`src/aca_pkg.sv`:
```
// shared constants, field layout and types of the converter configuration block
package aca_pkg;

  // register addresses on the special-function register bus
  localparam logic [7:0] ACC_CFG_ADDR = 8'hBA;
  localparam logic [7:0] CONV_CFG_ADDR = 8'hBC;
  localparam logic [7:0] RES_LOW_ADDR = 8'hBE;
  localparam logic [7:0] RES_HIGH_ADDR = 8'hBF;

  // values after reset
  localparam logic [7:0] CONV_CFG_RESET = 8'hF8;
  localparam logic [5:0] ACC_CFG_RESET = 6'h00;
  localparam logic [15:0] SUM_RESET = 16'h0000;

  // converter configuration fields
  localparam int DIV_MSB = 7;
  localparam int DIV_LSB = 3;
  localparam int EIGHT_BIT_POS = 2;
  localparam int TRACK_POS = 1;
  localparam int GAIN_POS = 0;

  // accumulator configuration fields
  localparam int ACC_EN_POS = 6;
  localparam int SJ_MSB = 5;
  localparam int SJ_LSB = 3;
  localparam int RPT_MSB = 2;
  localparam int RPT_LSB = 0;

  // shift and justify codes
  localparam logic [2:0] SJ_RIGHT_0 = 3'h0;
  localparam logic [2:0] SJ_RIGHT_1 = 3'h1;
  localparam logic [2:0] SJ_RIGHT_2 = 3'h2;
  localparam logic [2:0] SJ_RIGHT_3 = 3'h3;
  localparam logic [2:0] SJ_LEFT = 3'h4;
  localparam int LEFT_SHIFT = 6;

  // timing in sar clock cycles
  localparam logic [3:0] TRACK_DELAY_SAR = 4'h3;
  localparam logic [3:0] CONV_SAR_10 = 4'hC;
  localparam logic [3:0] EIGHT_BIT_SAVING = 4'h2;

  typedef enum logic [1:0] {
    ST_IDLE = 2'h0,
    ST_TRACK = 2'h1,
    ST_CONV = 2'h3,
    ST_DONE = 2'h2
  } aca_state_t;

  // conversions per accumulation; reserved codes fall back to one
  function automatic logic [6:0] aca_rpt_count(input logic [2:0] code);
    case (code)
      3'h0: aca_rpt_count = 7'h01;
      3'h1: aca_rpt_count = 7'h04;
      3'h2: aca_rpt_count = 7'h08;
      3'h3: aca_rpt_count = 7'h10;
      3'h4: aca_rpt_count = 7'h20;
      3'h5: aca_rpt_count = 7'h40;
      default: aca_rpt_count = 7'h01;
    endcase
  endfunction

endpackage

```
`src/aca_sar_div.sv`:
```
// sar conversion clock divider producing one tick per divider+1 source ticks
`timescale 1ns/1ps
`default_nettype none
module aca_sar_div #(
  parameter int DIV_W = 5
) (
  // clock and reset
  input wire logic core_clk,
  input wire logic srst,
  // control
  input wire logic run,
  input wire logic src_tick,
  input wire logic [DIV_W-1:0] div_val,
  // tick out
  output logic sar_tick_ff
);

  logic [DIV_W-1:0] cnt_ff;

  // phase restarts every time run rises, so each conversion starts aligned
  always_ff @(posedge core_clk) begin
    if (srst || !run) begin
      cnt_ff <= '0;
      sar_tick_ff <= 1'b0;
    end else begin
      sar_tick_ff <= 1'b0;
      if (src_tick) begin
        if (cnt_ff == div_val) begin
          cnt_ff <= '0;
          sar_tick_ff <= 1'b1;
        end else begin
          cnt_ff <= DIV_W'(cnt_ff + 1'b1);
        end
      end
    end
  end

  a_tick_source: assert property (@(posedge core_clk) disable iff (srst)
    sar_tick_ff |-> $past(src_tick) && $past(cnt_ff) == $past(div_val))
    else $error("sar tick without divider terminal count");

endmodule
`default_nettype wire

```
`src/aca_top.sv`:
```
// converter configuration, conversion sequencing and result accumulator
//
// Summary of operation
// - sar clock is source divided by field+1
// - source is system clock, oscillator in burst
// - bit two selects eight-bit conversions
// - delayed track adds three sar clocks
// - bit zero selects half or unity gain
// - outside burst, accumulate enable chooses latest or running sum
// - accumulate enable and top bit read zero
// - shift field formats result reads
// - repeat field selects one to sixty-four
// - burst start runs all repeat conversions
// - done flag only after repeat conversions
// - eight-bit is shorter, low byte reads zero
`timescale 1ns/1ps
`default_nettype none
module aca_top #(
  parameter int DIV_W = 5,
  parameter int RES_W = 10
) (
  // clock and reset
  input wire logic core_clk,
  input wire logic srst,
  // special-function register bus
  input wire logic [7:0] sfr_addr,
  input wire logic [7:0] sfr_wdata,
  input wire logic sfr_wr,
  input wire logic sfr_rd,
  output logic [7:0] sfr_rdata_ff,
  // converter control
  input wire logic burst_select,
  input wire logic conv_start,
  input wire logic lpo_tick,
  // analog front end
  input wire logic [RES_W-1:0] sar_result,
  output logic input_gain_select,
  output logic eight_bit_select,
  output logic sar_conversion_clock,
  // status
  output logic tracking_ff,
  output logic busy_ff,
  output logic conversion_done_flag_ff
);

  ////////////////////////////////////////////////////////////////////////////
  // registers

  logic [7:0] conv_cfg_ff;
  logic [5:0] acc_cfg_ff;
  logic acc_en_ff;
  logic [15:0] sum_ff;
  logic [15:0] fmt_val;
  logic [7:0] nxt_rdata;
  logic wr_conv_cfg;
  logic wr_acc_cfg;
  logic [2:0] sj_code;
  logic [2:0] rpt_code;

  assign wr_conv_cfg = sfr_wr && (sfr_addr == aca_pkg::CONV_CFG_ADDR);
  assign wr_acc_cfg = sfr_wr && (sfr_addr == aca_pkg::ACC_CFG_ADDR);
  assign sj_code = acc_cfg_ff[aca_pkg::SJ_MSB:aca_pkg::SJ_LSB];
  assign rpt_code = acc_cfg_ff[aca_pkg::RPT_MSB:aca_pkg::RPT_LSB];

  always_ff @(posedge core_clk) begin
    if (srst) begin
      conv_cfg_ff <= aca_pkg::CONV_CFG_RESET;
    end else if (wr_conv_cfg) begin
      conv_cfg_ff <= sfr_wdata;
    end
  end

  // the reserved top bit is not stored at all, so it cannot read back
  always_ff @(posedge core_clk) begin
    if (srst) begin
      acc_cfg_ff <= aca_pkg::ACC_CFG_RESET;
      acc_en_ff <= 1'b0;
    end else if (wr_acc_cfg) begin
      acc_cfg_ff <= sfr_wdata[5:0];
      acc_en_ff <= sfr_wdata[aca_pkg::ACC_EN_POS];
    end
  end

  assign input_gain_select = conv_cfg_ff[aca_pkg::GAIN_POS];
  assign eight_bit_select = conv_cfg_ff[aca_pkg::EIGHT_BIT_POS];

  ////////////////////////////////////////////////////////////////////////////
  // read path

  // formatting is applied here only, the stored sum stays untouched
  always_comb begin
    case (sj_code)
      aca_pkg::SJ_RIGHT_0: fmt_val = sum_ff;
      aca_pkg::SJ_RIGHT_1: fmt_val = sum_ff >> 1;
      aca_pkg::SJ_RIGHT_2: fmt_val = sum_ff >> 2;
      aca_pkg::SJ_RIGHT_3: fmt_val = sum_ff >> 3;
      aca_pkg::SJ_LEFT: fmt_val = sum_ff << aca_pkg::LEFT_SHIFT;
      default: fmt_val = sum_ff;
    endcase
  end

  always_comb begin
    case (sfr_addr)
      aca_pkg::CONV_CFG_ADDR: nxt_rdata = conv_cfg_ff;
      aca_pkg::ACC_CFG_ADDR: nxt_rdata = {2'h0, acc_cfg_ff};
      // eight-bit mode: the high byte carries the eight converted msbs
      aca_pkg::RES_HIGH_ADDR: nxt_rdata = eight_bit_select ? fmt_val[9:2] : fmt_val[15:8];
      aca_pkg::RES_LOW_ADDR: nxt_rdata = eight_bit_select ? 8'h00 : fmt_val[7:0];
      default: nxt_rdata = 8'h00;
    endcase
  end

  always_ff @(posedge core_clk) begin
    if (srst) begin
      sfr_rdata_ff <= 8'h00;
    end else if (sfr_rd) begin
      sfr_rdata_ff <= nxt_rdata;
    end
  end

  ////////////////////////////////////////////////////////////////////////////
  // conversion sequencer

  aca_pkg::aca_state_t state_ff;
  aca_pkg::aca_state_t nxt_state;
  logic [3:0] sar_cnt_ff;
  logic [6:0] conv_num_ff;
  logic [6:0] target;
  logic [6:0] conv_num_inc;
  logic [3:0] conv_len;
  logic last_conv;
  logic src_tick;
  logic sar_tick;
  logic delayed_track;
  logic [15:0] sample;
  logic restart;
  logic div_run;

  assign src_tick = burst_select ? lpo_tick : 1'b1;
  assign delayed_track = conv_cfg_ff[aca_pkg::TRACK_POS];
  assign target = aca_pkg::aca_rpt_count(rpt_code);
  assign conv_num_inc = 7'(conv_num_ff + 7'h01);
  assign last_conv = (conv_num_inc == target);
  assign restart = burst_select && !last_conv;
  assign conv_len = eight_bit_select ? 4'(aca_pkg::CONV_SAR_10 - aca_pkg::EIGHT_BIT_SAVING)
                                     : aca_pkg::CONV_SAR_10;
  assign sample = eight_bit_select ? {6'h00, sar_result[9:2], 2'h0}
                                   : {6'h00, sar_result};
  assign sar_conversion_clock = sar_tick;
  // the divider stops on the edge that takes the last tick, so no stray sar clock leaks out
  assign div_run = (state_ff == aca_pkg::ST_TRACK || state_ff == aca_pkg::ST_CONV)
                   && nxt_state != aca_pkg::ST_DONE;

  aca_sar_div #(
    .DIV_W(DIV_W)
  ) u_div (
    .core_clk(core_clk),
    .srst(srst),
    .run(div_run),
    .src_tick(src_tick),
    .div_val(conv_cfg_ff[aca_pkg::DIV_MSB:aca_pkg::DIV_LSB]),
    .sar_tick_ff(sar_tick)
  );

  always_comb begin
    nxt_state = state_ff;
    case (state_ff)
      aca_pkg::ST_IDLE: begin
        // starts are ignored while a conversion or burst is under way
        if (conv_start) begin
          nxt_state = delayed_track ? aca_pkg::ST_TRACK : aca_pkg::ST_CONV;
        end
      end
      aca_pkg::ST_TRACK: begin
        if (sar_tick && sar_cnt_ff == 4'h1) begin
          nxt_state = aca_pkg::ST_CONV;
        end
      end
      aca_pkg::ST_CONV: begin
        if (sar_tick && sar_cnt_ff == 4'h1) begin
          nxt_state = aca_pkg::ST_DONE;
        end
      end
      aca_pkg::ST_DONE: begin
        if (restart) begin
          nxt_state = delayed_track ? aca_pkg::ST_TRACK : aca_pkg::ST_CONV;
        end else begin
          nxt_state = aca_pkg::ST_IDLE;
        end
      end
      default: nxt_state = aca_pkg::ST_IDLE;
    endcase
  end

  always_ff @(posedge core_clk) begin
    if (srst) begin
      state_ff <= aca_pkg::ST_IDLE;
      tracking_ff <= 1'b0;
      busy_ff <= 1'b0;
    end else begin
      state_ff <= nxt_state;
      tracking_ff <= (nxt_state == aca_pkg::ST_TRACK);
      busy_ff <= (nxt_state != aca_pkg::ST_IDLE);
    end
  end

  // sar cycle counter, loaded on entry to track or convert
  always_ff @(posedge core_clk) begin
    if (srst) begin
      sar_cnt_ff <= 4'h0;
    end else if (nxt_state == aca_pkg::ST_TRACK && state_ff != aca_pkg::ST_TRACK) begin
      sar_cnt_ff <= aca_pkg::TRACK_DELAY_SAR;
    end else if (nxt_state == aca_pkg::ST_CONV && state_ff != aca_pkg::ST_CONV) begin
      sar_cnt_ff <= conv_len;
    end else if (sar_tick && sar_cnt_ff != 4'h0) begin
      sar_cnt_ff <= 4'(sar_cnt_ff - 4'h1);
    end
  end

  // conversions counted toward the repeat target in both modes
  always_ff @(posedge core_clk) begin
    if (srst) begin
      conv_num_ff <= 7'h00;
      conversion_done_flag_ff <= 1'b0;
    end else begin
      conversion_done_flag_ff <= 1'b0;
      if (state_ff == aca_pkg::ST_DONE) begin
        if (last_conv) begin
          conv_num_ff <= 7'h00;
          conversion_done_flag_ff <= 1'b1;
        end else begin
          conv_num_ff <= conv_num_inc;
        end
      end
    end
  end

  ////////////////////////////////////////////////////////////////////////////
  // accumulator

  logic fresh_sum;

  // a burst always begins from zero; outside burst the enable decides
  assign fresh_sum = burst_select ? (conv_num_ff == 7'h00) : !acc_en_ff;

  // a finishing conversion wins over a software byte write in the same cycle
  always_ff @(posedge core_clk) begin
    if (srst) begin
      sum_ff <= aca_pkg::SUM_RESET;
    end else if (state_ff == aca_pkg::ST_DONE) begin
      sum_ff <= fresh_sum ? sample : 16'(sum_ff + sample);
    end else if (sfr_wr && sfr_addr == aca_pkg::RES_HIGH_ADDR) begin
      sum_ff[15:8] <= sfr_wdata;
    end else if (sfr_wr && sfr_addr == aca_pkg::RES_LOW_ADDR) begin
      sum_ff[7:0] <= sfr_wdata;
    end
  end

  ////////////////////////////////////////////////////////////////////////////
  // checks

  a_start_normal: assert property (@(posedge core_clk) disable iff (srst)
    state_ff == aca_pkg::ST_IDLE && conv_start && !delayed_track |=> state_ff == aca_pkg::ST_CONV)
    else $error("normal track start did not convert at once");

  a_track_three: assert property (@(posedge core_clk) disable iff (srst)
    $rose(state_ff == aca_pkg::ST_TRACK) |-> sar_cnt_ff == aca_pkg::TRACK_DELAY_SAR)
    else $error("delayed track did not load three sar clocks");

  a_track_hold: assert property (@(posedge core_clk) disable iff (srst)
    state_ff == aca_pkg::ST_TRACK && !(sar_tick && sar_cnt_ff == 4'h1)
      |=> state_ff == aca_pkg::ST_TRACK)
    else $error("delayed track left before its last sar clock");

  a_conv_length: assert property (@(posedge core_clk) disable iff (srst)
    $rose(state_ff == aca_pkg::ST_CONV) |-> sar_cnt_ff == (eight_bit_select ? 4'hA : 4'hC))
    else $error("conversion length wrong for resolution");

  a_latest_only: assert property (@(posedge core_clk) disable iff (srst)
    state_ff == aca_pkg::ST_DONE && !burst_select && !acc_en_ff |=> sum_ff == $past(sample))
    else $error("latest result not stored");

  a_running_sum: assert property (@(posedge core_clk) disable iff (srst)
    state_ff == aca_pkg::ST_DONE && !burst_select && acc_en_ff
      |=> sum_ff == 16'($past(sum_ff) + $past(sample)))
    else $error("accumulated sum wrong");

  a_acc_readback: assert property (@(posedge core_clk) disable iff (srst)
    sfr_rd && sfr_addr == aca_pkg::ACC_CFG_ADDR |=> sfr_rdata_ff[7:6] == 2'h0)
    else $error("write-only or reserved bit read nonzero");

  a_low_zero: assert property (@(posedge core_clk) disable iff (srst)
    sfr_rd && sfr_addr == aca_pkg::RES_LOW_ADDR && eight_bit_select |=> sfr_rdata_ff == 8'h00)
    else $error("low byte nonzero in eight-bit mode");

  a_shift_one: assert property (@(posedge core_clk) disable iff (srst)
    sfr_rd && sfr_addr == aca_pkg::RES_LOW_ADDR && !eight_bit_select && sj_code == 3'h1
      |=> sfr_rdata_ff == $past(sum_ff[8:1]))
    else $error("shift by one formatted wrongly");

  a_sum_kept: assert property (@(posedge core_clk) disable iff (srst)
    wr_acc_cfg && state_ff != aca_pkg::ST_DONE |=> sum_ff == $past(sum_ff))
    else $error("format change altered the stored sum");

  a_done_count: assert property (@(posedge core_clk) disable iff (srst)
    conversion_done_flag_ff |-> $past(conv_num_ff) == 7'($past(target) - 7'h01))
    else $error("done flag before repeat count reached");

  a_burst_continue: assert property (@(posedge core_clk) disable iff (srst)
    state_ff == aca_pkg::ST_DONE && burst_select && !last_conv
      |=> state_ff != aca_pkg::ST_IDLE && !conversion_done_flag_ff)
    else $error("burst stopped early");

  a_lpo_source: assert property (@(posedge core_clk) disable iff (srst)
    sar_tick && $past(burst_select) |-> $past(lpo_tick))
    else $error("sar clock ran from system clock in burst mode");

  a_clock_quiet: assert property (@(posedge core_clk) disable iff (srst)
    state_ff == aca_pkg::ST_IDLE || state_ff == aca_pkg::ST_DONE |-> !sar_tick)
    else $error("sar clock ran outside track and convert");

  c_burst_four: cover property (@(posedge core_clk) disable iff (srst)
    conversion_done_flag_ff && burst_select && rpt_code == 3'h1);
  c_delayed: cover property (@(posedge core_clk) disable iff (srst)
    state_ff == aca_pkg::ST_TRACK ##1 state_ff == aca_pkg::ST_CONV);
  c_accumulate: cover property (@(posedge core_clk) disable iff (srst)
    state_ff == aca_pkg::ST_DONE && acc_en_ff && !burst_select && sum_ff != 16'h0000);
  c_left_read: cover property (@(posedge core_clk) disable iff (srst)
    sfr_rd && sfr_addr == aca_pkg::RES_HIGH_ADDR && sj_code == aca_pkg::SJ_LEFT);

endmodule
`default_nettype wire

```
`config.mk`:
```
export PLATFORM = sky130hd
export DESIGN_NAME = aca_top
export DESIGN_NICKNAME = d
export VERILOG_FILES = /design/src/aca_pkg.sv /design/src/aca_sar_div.sv /design/src/aca_top.sv
export SDC_FILE = /design/constraint.sdc
export NUM_CORES = 1
export LEC_CHECK = 0
export BUFFER_PORTS_ARGS = -buffer_cell sky130_fd_sc_hd__buf_2
export CORE_MARGIN = 8
export CORE_UTILIZATION = 40
export CTS_BUF_LIST = sky130_fd_sc_hd__clkbuf_8
export DETAILED_ROUTE_END_ITERATION = 6
export GPL_TIMING_DRIVEN = 0
export PLACE_DENSITY = 0.57
export SLEW_MARGIN = 0
export SYNTH_ARGS = -nofsm -noshare
export SYNTH_HDL_FRONTEND = slang
export SYNTH_SLANG_ARGS = --single-unit
```
`constraint.sdc`:
```
create_clock -name core_clk -period 3.2 [get_ports core_clk]
set_clock_uncertainty 0.15 [all_clocks]
set_input_delay 0.32 -clock core_clk [delete_from_list [all_inputs] [get_ports core_clk]]
set_output_delay 0.32 -clock core_clk [all_outputs]
set_load 0.005 [all_outputs]
```
# Word level (Yosys, flattened, before mapping)

Index checks and enable logic that the tools add are counted.

Flip-flop bits (word level): 61
Latch bits: 0
Memory bits (writable): 0
ROM bits: 0
Input port bits: 33
Output and inout bits: 14
Word-level logic and storage cells: 100
Memories kept: 0

Add/sub/neg operators: 4
$mul: 0
Divide/modulo/power cells: 0
$lt $le $gt $ge: 0
Equality and inequality tests: 25
Shift operators: 0
Muxes and demuxes: 27
Bitwise operators: 2
Reduce and logical (&&, ||, !) cells: 27

Operators by type and width:

| cell                  | count |
|---|---|
| $pmux W16 S4          | 1 |
| $mux W8               | 5 |
| $pmux W7 S5           | 1 |
| $eq A8 B8 Y1 const B  | 4 |
| $mux W16              | 2 |
| $pmux W8 S4           | 1 |
| $add A16 B10 Y16      | 1 |
| $mux W2               | 7 |
| $eq A3 B2 Y1 const B  | 4 |
| $logic_and A1 B1 Y1   | 10 |
| $eq A3 B3 Y1 const B  | 3 |
| $mux W4               | 2 |
| $pmux W2 S4           | 1 |
| $reduce_bool A2 Y1    | 4 |
| $add A7 B1 Y7 const B | 1 |
| $eq A7 B7 Y1          | 1 |
| $logic_not A7 Y1      | 1 |
| $mux W7               | 1 |
| $eq A2 B2 Y1 const B  | 3 |
| $eq A3 B1 Y1 const B  | 2 |
| $ne A2 B2 Y1 const B  | 3 |
| $reduce_or A2 Y1      | 3 |
| $add A5 B1 Y5 const B | 1 |
| $eq A5 B5 Y1          | 1 |
| 14 further kinds      | 22 |

# Logic depth before layout (Yosys ltp)

Word-level depth: 12
Depth in mapped cells: 11
Gate-level depth less buffers: 11

# Modules after synthesis

A second synthesis with hierarchy kept.

Cells, all modules: 605
Area total of the unflattened synthesis: 4636.9 um^2

By module, submodules not included:

| module      | instances | cells an instance | area each (um^2) | seq. area each (um^2) |
|---|---|---|---|---|
| aca_top     | 1         | 575               | 4315.4           | 1101.1 |
| aca_sar_div | 1         | 30                | 321.6            | 120.1 |

# Worst setup path after synthesis

No wires, ideal clock.

Path kind: register -> register
Start: reg conv_num_ff[0]
End: reg sar_cnt_ff[2]
Setup time: 117 ps
Arrival: 2386 ps
Data required time: 2933 ps
Setup slack: 547 ps
Stages on the path, launching flop included: 10
Buffers on the path: 1
Cell sequence: dfxtp_1 > ha_1 > nand3_4 > or3_4 > a2111o_1 > o311ai_2 > a31oi_2 > buf_6 > a32o_2 > a32o_1

Longest elaborated chain between the ends: 9

RTL lines:

| what                                          | RTL line                       | source |
|---|---|---|
| start, declared                               | aca_top.sv:127                 | `logic [6:0] conv_num_ff;` |
| start signal, assigned                        | aca_top.sv:232                 | `conv_num_ff <= conv_num_inc;` |
| $add A7 B1 Y7 *                               | aca_top.sv:142                 | `assign conv_num_inc = 7'(conv_num_ff + 7'h01);` |
| $eq A7 B7 Y1 *                                | aca_top.sv:143                 | `assign last_conv = (conv_num_inc == target);` |
| $logic_not A1 Y1 *                            | aca_top.sv:144                 | `assign restart = burst_select && !last_conv;` |
| $logic_and A1 B1 Y1 *                         | aca_top.sv:144                 |  |
| $mux W2 *                                     | aca_top.sv:185                 | `if (restart) begin` |
| $pmux W2 S4 *                                 | aca_top.sv:167                 | `case (state_ff)` |
| $eq A2 B2 Y1 or $eq A2 B1 Y1 (tied branches)  | aca_top.sv:213, aca_top.sv:211 |  |
| $logic_and A1 B1 Y1, on equally long branches | aca_top.sv:213, aca_top.sv:211 |  |
| $mux W4 (tied with other cells)               | aca_top.sv:213                 | `end else if (nxt_state == aca_pkg::ST_CONV && state_ff != aca_pkg::ST_CONV) begin` |
| end signal, assigned                          | aca_top.sv:212                 | `sar_cnt_ff <= aca_pkg::TRACK_DELAY_SAR;` |
| end signal, assigned                          | aca_top.sv:214                 | `sar_cnt_ff <= conv_len;` |
| end signal, assigned                          | aca_top.sv:216                 | `sar_cnt_ff <= 4'(sar_cnt_ff - 4'h1);` |
| end, declared                                 | aca_top.sv:126                 | `logic [3:0] sar_cnt_ff;` |

Mark *: on every way between the ends. The rest lies on a longest branch, timed or not.
A chain may end at the register's enable or synchronous reset.

# Worst setup path after layout

Start: reg conv_cfg_ff[2]
End: reg sum_ff[10]

Longest elaborated chain between the ends: 4

RTL lines:

| what                   | RTL line       | source |
|---|---|---|
| start, declared        | aca_top.sv:49  | `logic [7:0] conv_cfg_ff;` |
| start signal, assigned | aca_top.sv:67  | `conv_cfg_ff <= aca_pkg::CONV_CFG_RESET;` |
| start signal, assigned | aca_top.sv:69  | `conv_cfg_ff <= sfr_wdata;` |
| $mux W2                | aca_top.sv:147 | `assign sample = eight_bit_select ? {6'h00, sar_result[9:2], 2'h0}` |
| $add A16 B10 Y16       | aca_top.sv:251 | `sum_ff <= fresh_sum ? sample : 16'(sum_ff + sample);` |
| $mux W16               | aca_top.sv:251 |  |
| $mux W16               | aca_top.sv:250 | `end else if (state_ff == aca_pkg::ST_DONE) begin` |
| end signal, assigned   | aca_top.sv:249 | `sum_ff <= aca_pkg::SUM_RESET;` |
| end signal, assigned   | aca_top.sv:251 |  |
| end signal, assigned   | aca_top.sv:253 | `sum_ff[15:8] <= sfr_wdata;` |
| end, declared          | aca_top.sv:52  | `logic [15:0] sum_ff;` |

Every way passes these cells.

==> impl_metrics.csv <==
group,metric,value,unit
synthesis,synth_top_area_share,0.2658,
clocking,tritoncts,"done",
cells_and_area,nets,695,
setup_path,cp_data_arrival_time,3210,ps
synthesis,avgSynthCellArea,7.800,µm²
route,via_per_inst,5.996,
route,drcViolationCount,0,
die,ioPinCount,47,
timing,fin_hold_ws,38.41,ps
global_route,antenna_found_initial,0,
global_route,grt_usage,0.1953,
timing,final.period_utilization,0.9800,
setup_path,r2r-end,"sum_ff[10]",
synthesis,netlist_area,4594,µm²
synthesis,synth-xor-area-share,0.03813,
setup_path,cp_num_buf_inv,1,
setup_path,max_stage_delay,450,ps
clocking,clkLatencyLatePin,350,ps
route,wl,14730,µm
synthesis,synthDistinctLibCells,70,
setup_path,critical_path.slowest_cell,"a2111o_1",
timing,worstMarginPinSlew,927.3,ps
placement,port_buffers,45,
cells_and_area,seqCellArea,1221,µm²
setup_path,path_depth,11,
power_and_ir_drop,ir_drop,208.6,µV
die,die_area,15170,µm²
synthesis,yosysMostFrequentCell,"nand2_1",
die,die_w,123.2,µm
timing,finalHoldViolations,0,
global_route,grt_max_degree,12,
timing,layout_min_cycle_time,3136,ps
timing,slew_headroom,0.3781,
route,vias,4755,
synthesis,synth_compound_area_frac,0.2326,
timing,rsz0062_at_grt,"yes",
synthesis,yosysWarningCount,0,
setup_path,worstSetupStartpointType,"register",
clocking,clockBufferDepth,2,
power_and_ir_drop,p_leak,0.001970,µW
placement,dp_hpwl,11260,µm
timing,fin_ws,64.00,ps
run_status,outcome,"finished, final reports clean",
global_route,overflow,0,
route,route.antenna.remaining_nets,0,
clocking,clk_pin_slew,80,ps
setup_path,crit_path_end,"sum_ff[10]",
cells_and_area,fillers,1171,
synthesis,synth_top_area_cell,"dfxtp_1",
global_route,grt_pass1_wl,23230,µm
route,wl_per_cell,18.58,µm
synthesis,netlist_instances,589,
die,core-area,11320,µm²
synthesis,synth_common_cells,"nand2_1 (66), nor2_1 (62), dfxtp_1 (61)",
cells_and_area,drive_gt1_frac,0.1538,
setup_path,r2r_slack,60,ps
flow_run,cap_violations,0,
timing,finalSetupViolations,0,
clocking,cts_buffers,9,
min_path,hold_class,"in -> reg",
cells_and_area,area_growth,13.34,%
setup_path,required,3270,ps
setup_path,r2r_cells,11,
clocking,cts_num_sinks,61,
synthesis,ys_ff_latch,61,
synthesis,yosys.area_share.adder,0.05011,
synthesis,synth-simple-area-share,0.2437,
setup_path,setup.worst_path.start,"conv_cfg_ff[2]",
synthesis,syn-num-nets,639,
setup_path,path_delay_family,"compound AO/OA/AOI/OAI gates",
synthesis,synth-seq-area-share,0.2658,
placement,gp_congestion,0.9036,
synthesis,synth_mux_area_frac,0.1133,
synthesis,synth_edf_count,0,
setup_path,crit_chain,"nor2b_1, ha_1, inv_1, fa_1, nor2b_1, o21ai_0, a21oi_2, o31a_1, o211ai_1, a2111o_1, o311ai_0",
placement,post-place-ws,53.85,ps
setup_path,crit_top_cell,"nor2b_1",
die,rows,39,
setup_path,critical_path.reg2reg.startpoint,"conv_cfg_ff[2]",
power_and_ir_drop,p_per_area,358.6,nW/µm²
placement,dp.cells,777,
route,dr.pass1.iters,5,
global_route,grt_pass1_vias,4439,
setup_path,end_kind,"register",
timing,drv_slew,0,
clocking,htreeDepth,3,
synthesis,synth_area_leaders,"dfxtp_1 (27%), mux2i_1 (5.4%), nand2_1 (5.4%)",
timing,max_freq,318.9,MHz
setup_path,critPathKind,"reg -> reg",
cells_and_area,multiInputGateArea,3123,µm²
clocking,cts-root-buf,"clkbuf_8",
synthesis,synth_top_family_by_area,"simple AND/OR/NAND/NOR gates",
cells_and_area,antenna_cells,0,
synthesis,async_reset_ff_frac,0,
die,start_util,0.4058,
synthesis,synth_ff_type,"dfxtp_1",
route,first_iter_violations,548,
die,die_y,123.2,µm
setup_path,crit_fanout,8,
cells_and_area,fin_cells,793,
==> through the flow <==
| step | area, µm² | power (µW) | TNS (ps) | utilization |
|---|---|---|---|---|
| after floorplan | 4594 | 1046 | 0 | - |
| after global placement | 4999 | 1154 | 0 | 0.4415 |
| after detailed placement | 4999 | 1160 | 0 | 0.4415 |
| after CTS | 5199 | 1877 | 0 | 0.4592 |
| after global routing | 5207 | 1963 | -73.38 | 0.4600 |
| final | 5207 | 1867 | 0 | 0.4600 |
==> worst reg2reg max path: stages, from the launching register on <==
cell      delay, ps
dfxtp_1         440
nor2b_1         220
ha_1            220
inv_1            60
fa_1            370
nor2b_1         160
o21ai_0         150
a21oi_2         210
o31a_1          210
o211ai_1        240
a2111o_1        450
o311ai_0        130
==> cell usage in the layout (no fill, tap or decap), types with 3 or more instances in the layout <==
cell type   count
and2_1          4
nor2b_1         9
o22ai_1         3
o32ai_1         3
o21ai_0        18
a2111o_1        4
nand2b_1        6
a211oi_1       11
o211ai_1        8
inv_1          22
nor3b_1         4
nand2_1        66
clkbuf_8       10
and3_1          5
mux4_2          7
clkinvlp_4      3
nor3_1         13
xnor2_1         8
or3_1           3
or2_2           3
a21oi_1        40
ha_1           16
a22oi_1        13
a21o_1          4
mux2_2         10
xor2_1         12
nand3_1        38
clkbuf_1       29
dfxtp_1        61
o21a_1          6
o311ai_0        3
o31ai_1         3
a31oi_1         5
nor2_1         62
buf_2          51
nand4_1        10
nor4_1          3
mux2i_1        25
==> routing by layer <==
metal	track usage	wire length (µm)	part of all wire	vias to the layer above
met5	0	0	0	-
met4	0.08352	347	0.024	0
met3	0.04658	1145	0.078	25
met2	0.2984	6552	0.44	187
met1	0.2576	6688	0.45	2260
li1	-	-	-	2283
==> repair_timing <==
item / 4_1_cts / 5_1_grt
setup endpoints to repair: 0 / 6
hold buffers: 0 / 0
setup buffers: 0 / 0
resized for setup: 0 / 2
==> sequential cells by signal, summed over array words and instances, names as in the netlist <==
register	cells
tracking_ff	1
sum_ff	16
u_div.cnt_ff	5
u_div.sar_tick_ff	1
state_ff	2
conv_num_ff	7
sfr_rdata_ff	8
conversion_done_flag_ff	1
acc_cfg_ff	6
conv_cfg_ff	8
sar_cnt_ff	4
acc_en_ff	1
busy_ff	1
==> power by group <==
part / switching [µW] / total [µW] / leakage, µW / internal (µW)
combinational: 200 / 328 / 0.00138 / 128
clock: 340 / 717 / 0.0000943 / 378
sequential: 38.3 / 822 / 0.000495 / 784
total: 577 / 1870 / 0.00197 / 1290
==> how the worst min path moves through the flow <==
| stage | depth (start not counted) | end | slack, ps | from |
|---|---|---|---|---|
| CTS | 2 | sfr_rdata_ff[2] | 30 | sfr_rd |
| floorplan | 2 | acc_en_ff | 290 | acc_en_ff |
| global route | 2 | sfr_rdata_ff[2] | 30 | sfr_rd |
| global placement | 2 | acc_en_ff | 300 | acc_en_ff |
| finish | 2 | sfr_rdata_ff[2] | 40 | sfr_rd |
| detailed placement | 2 | acc_en_ff | 300 | acc_en_ff |
==> final cells by class <==
cell class              instances  area share
plain buffers                  40     0.03388
clock buffers                  10     0.02643
clock inverters                 6     0.01201
inverters                      22     0.01586
multi-input cells             466      0.5997
flip-flops and latches         61      0.2345
well taps                     143     0.03436
repair buffers                 45     0.04325
==> logic make-up after synthesis <==
family / Yosys count
DFF: 61
xor gates and xnor gates: 20
AOI/OAI and AO/OA: 152
muxes: 42
buffers and inverters: 62
and+or+nand+nor: 234
adders and majority gates: 18
Note: power is estimated with default switching activity, not from simulation.
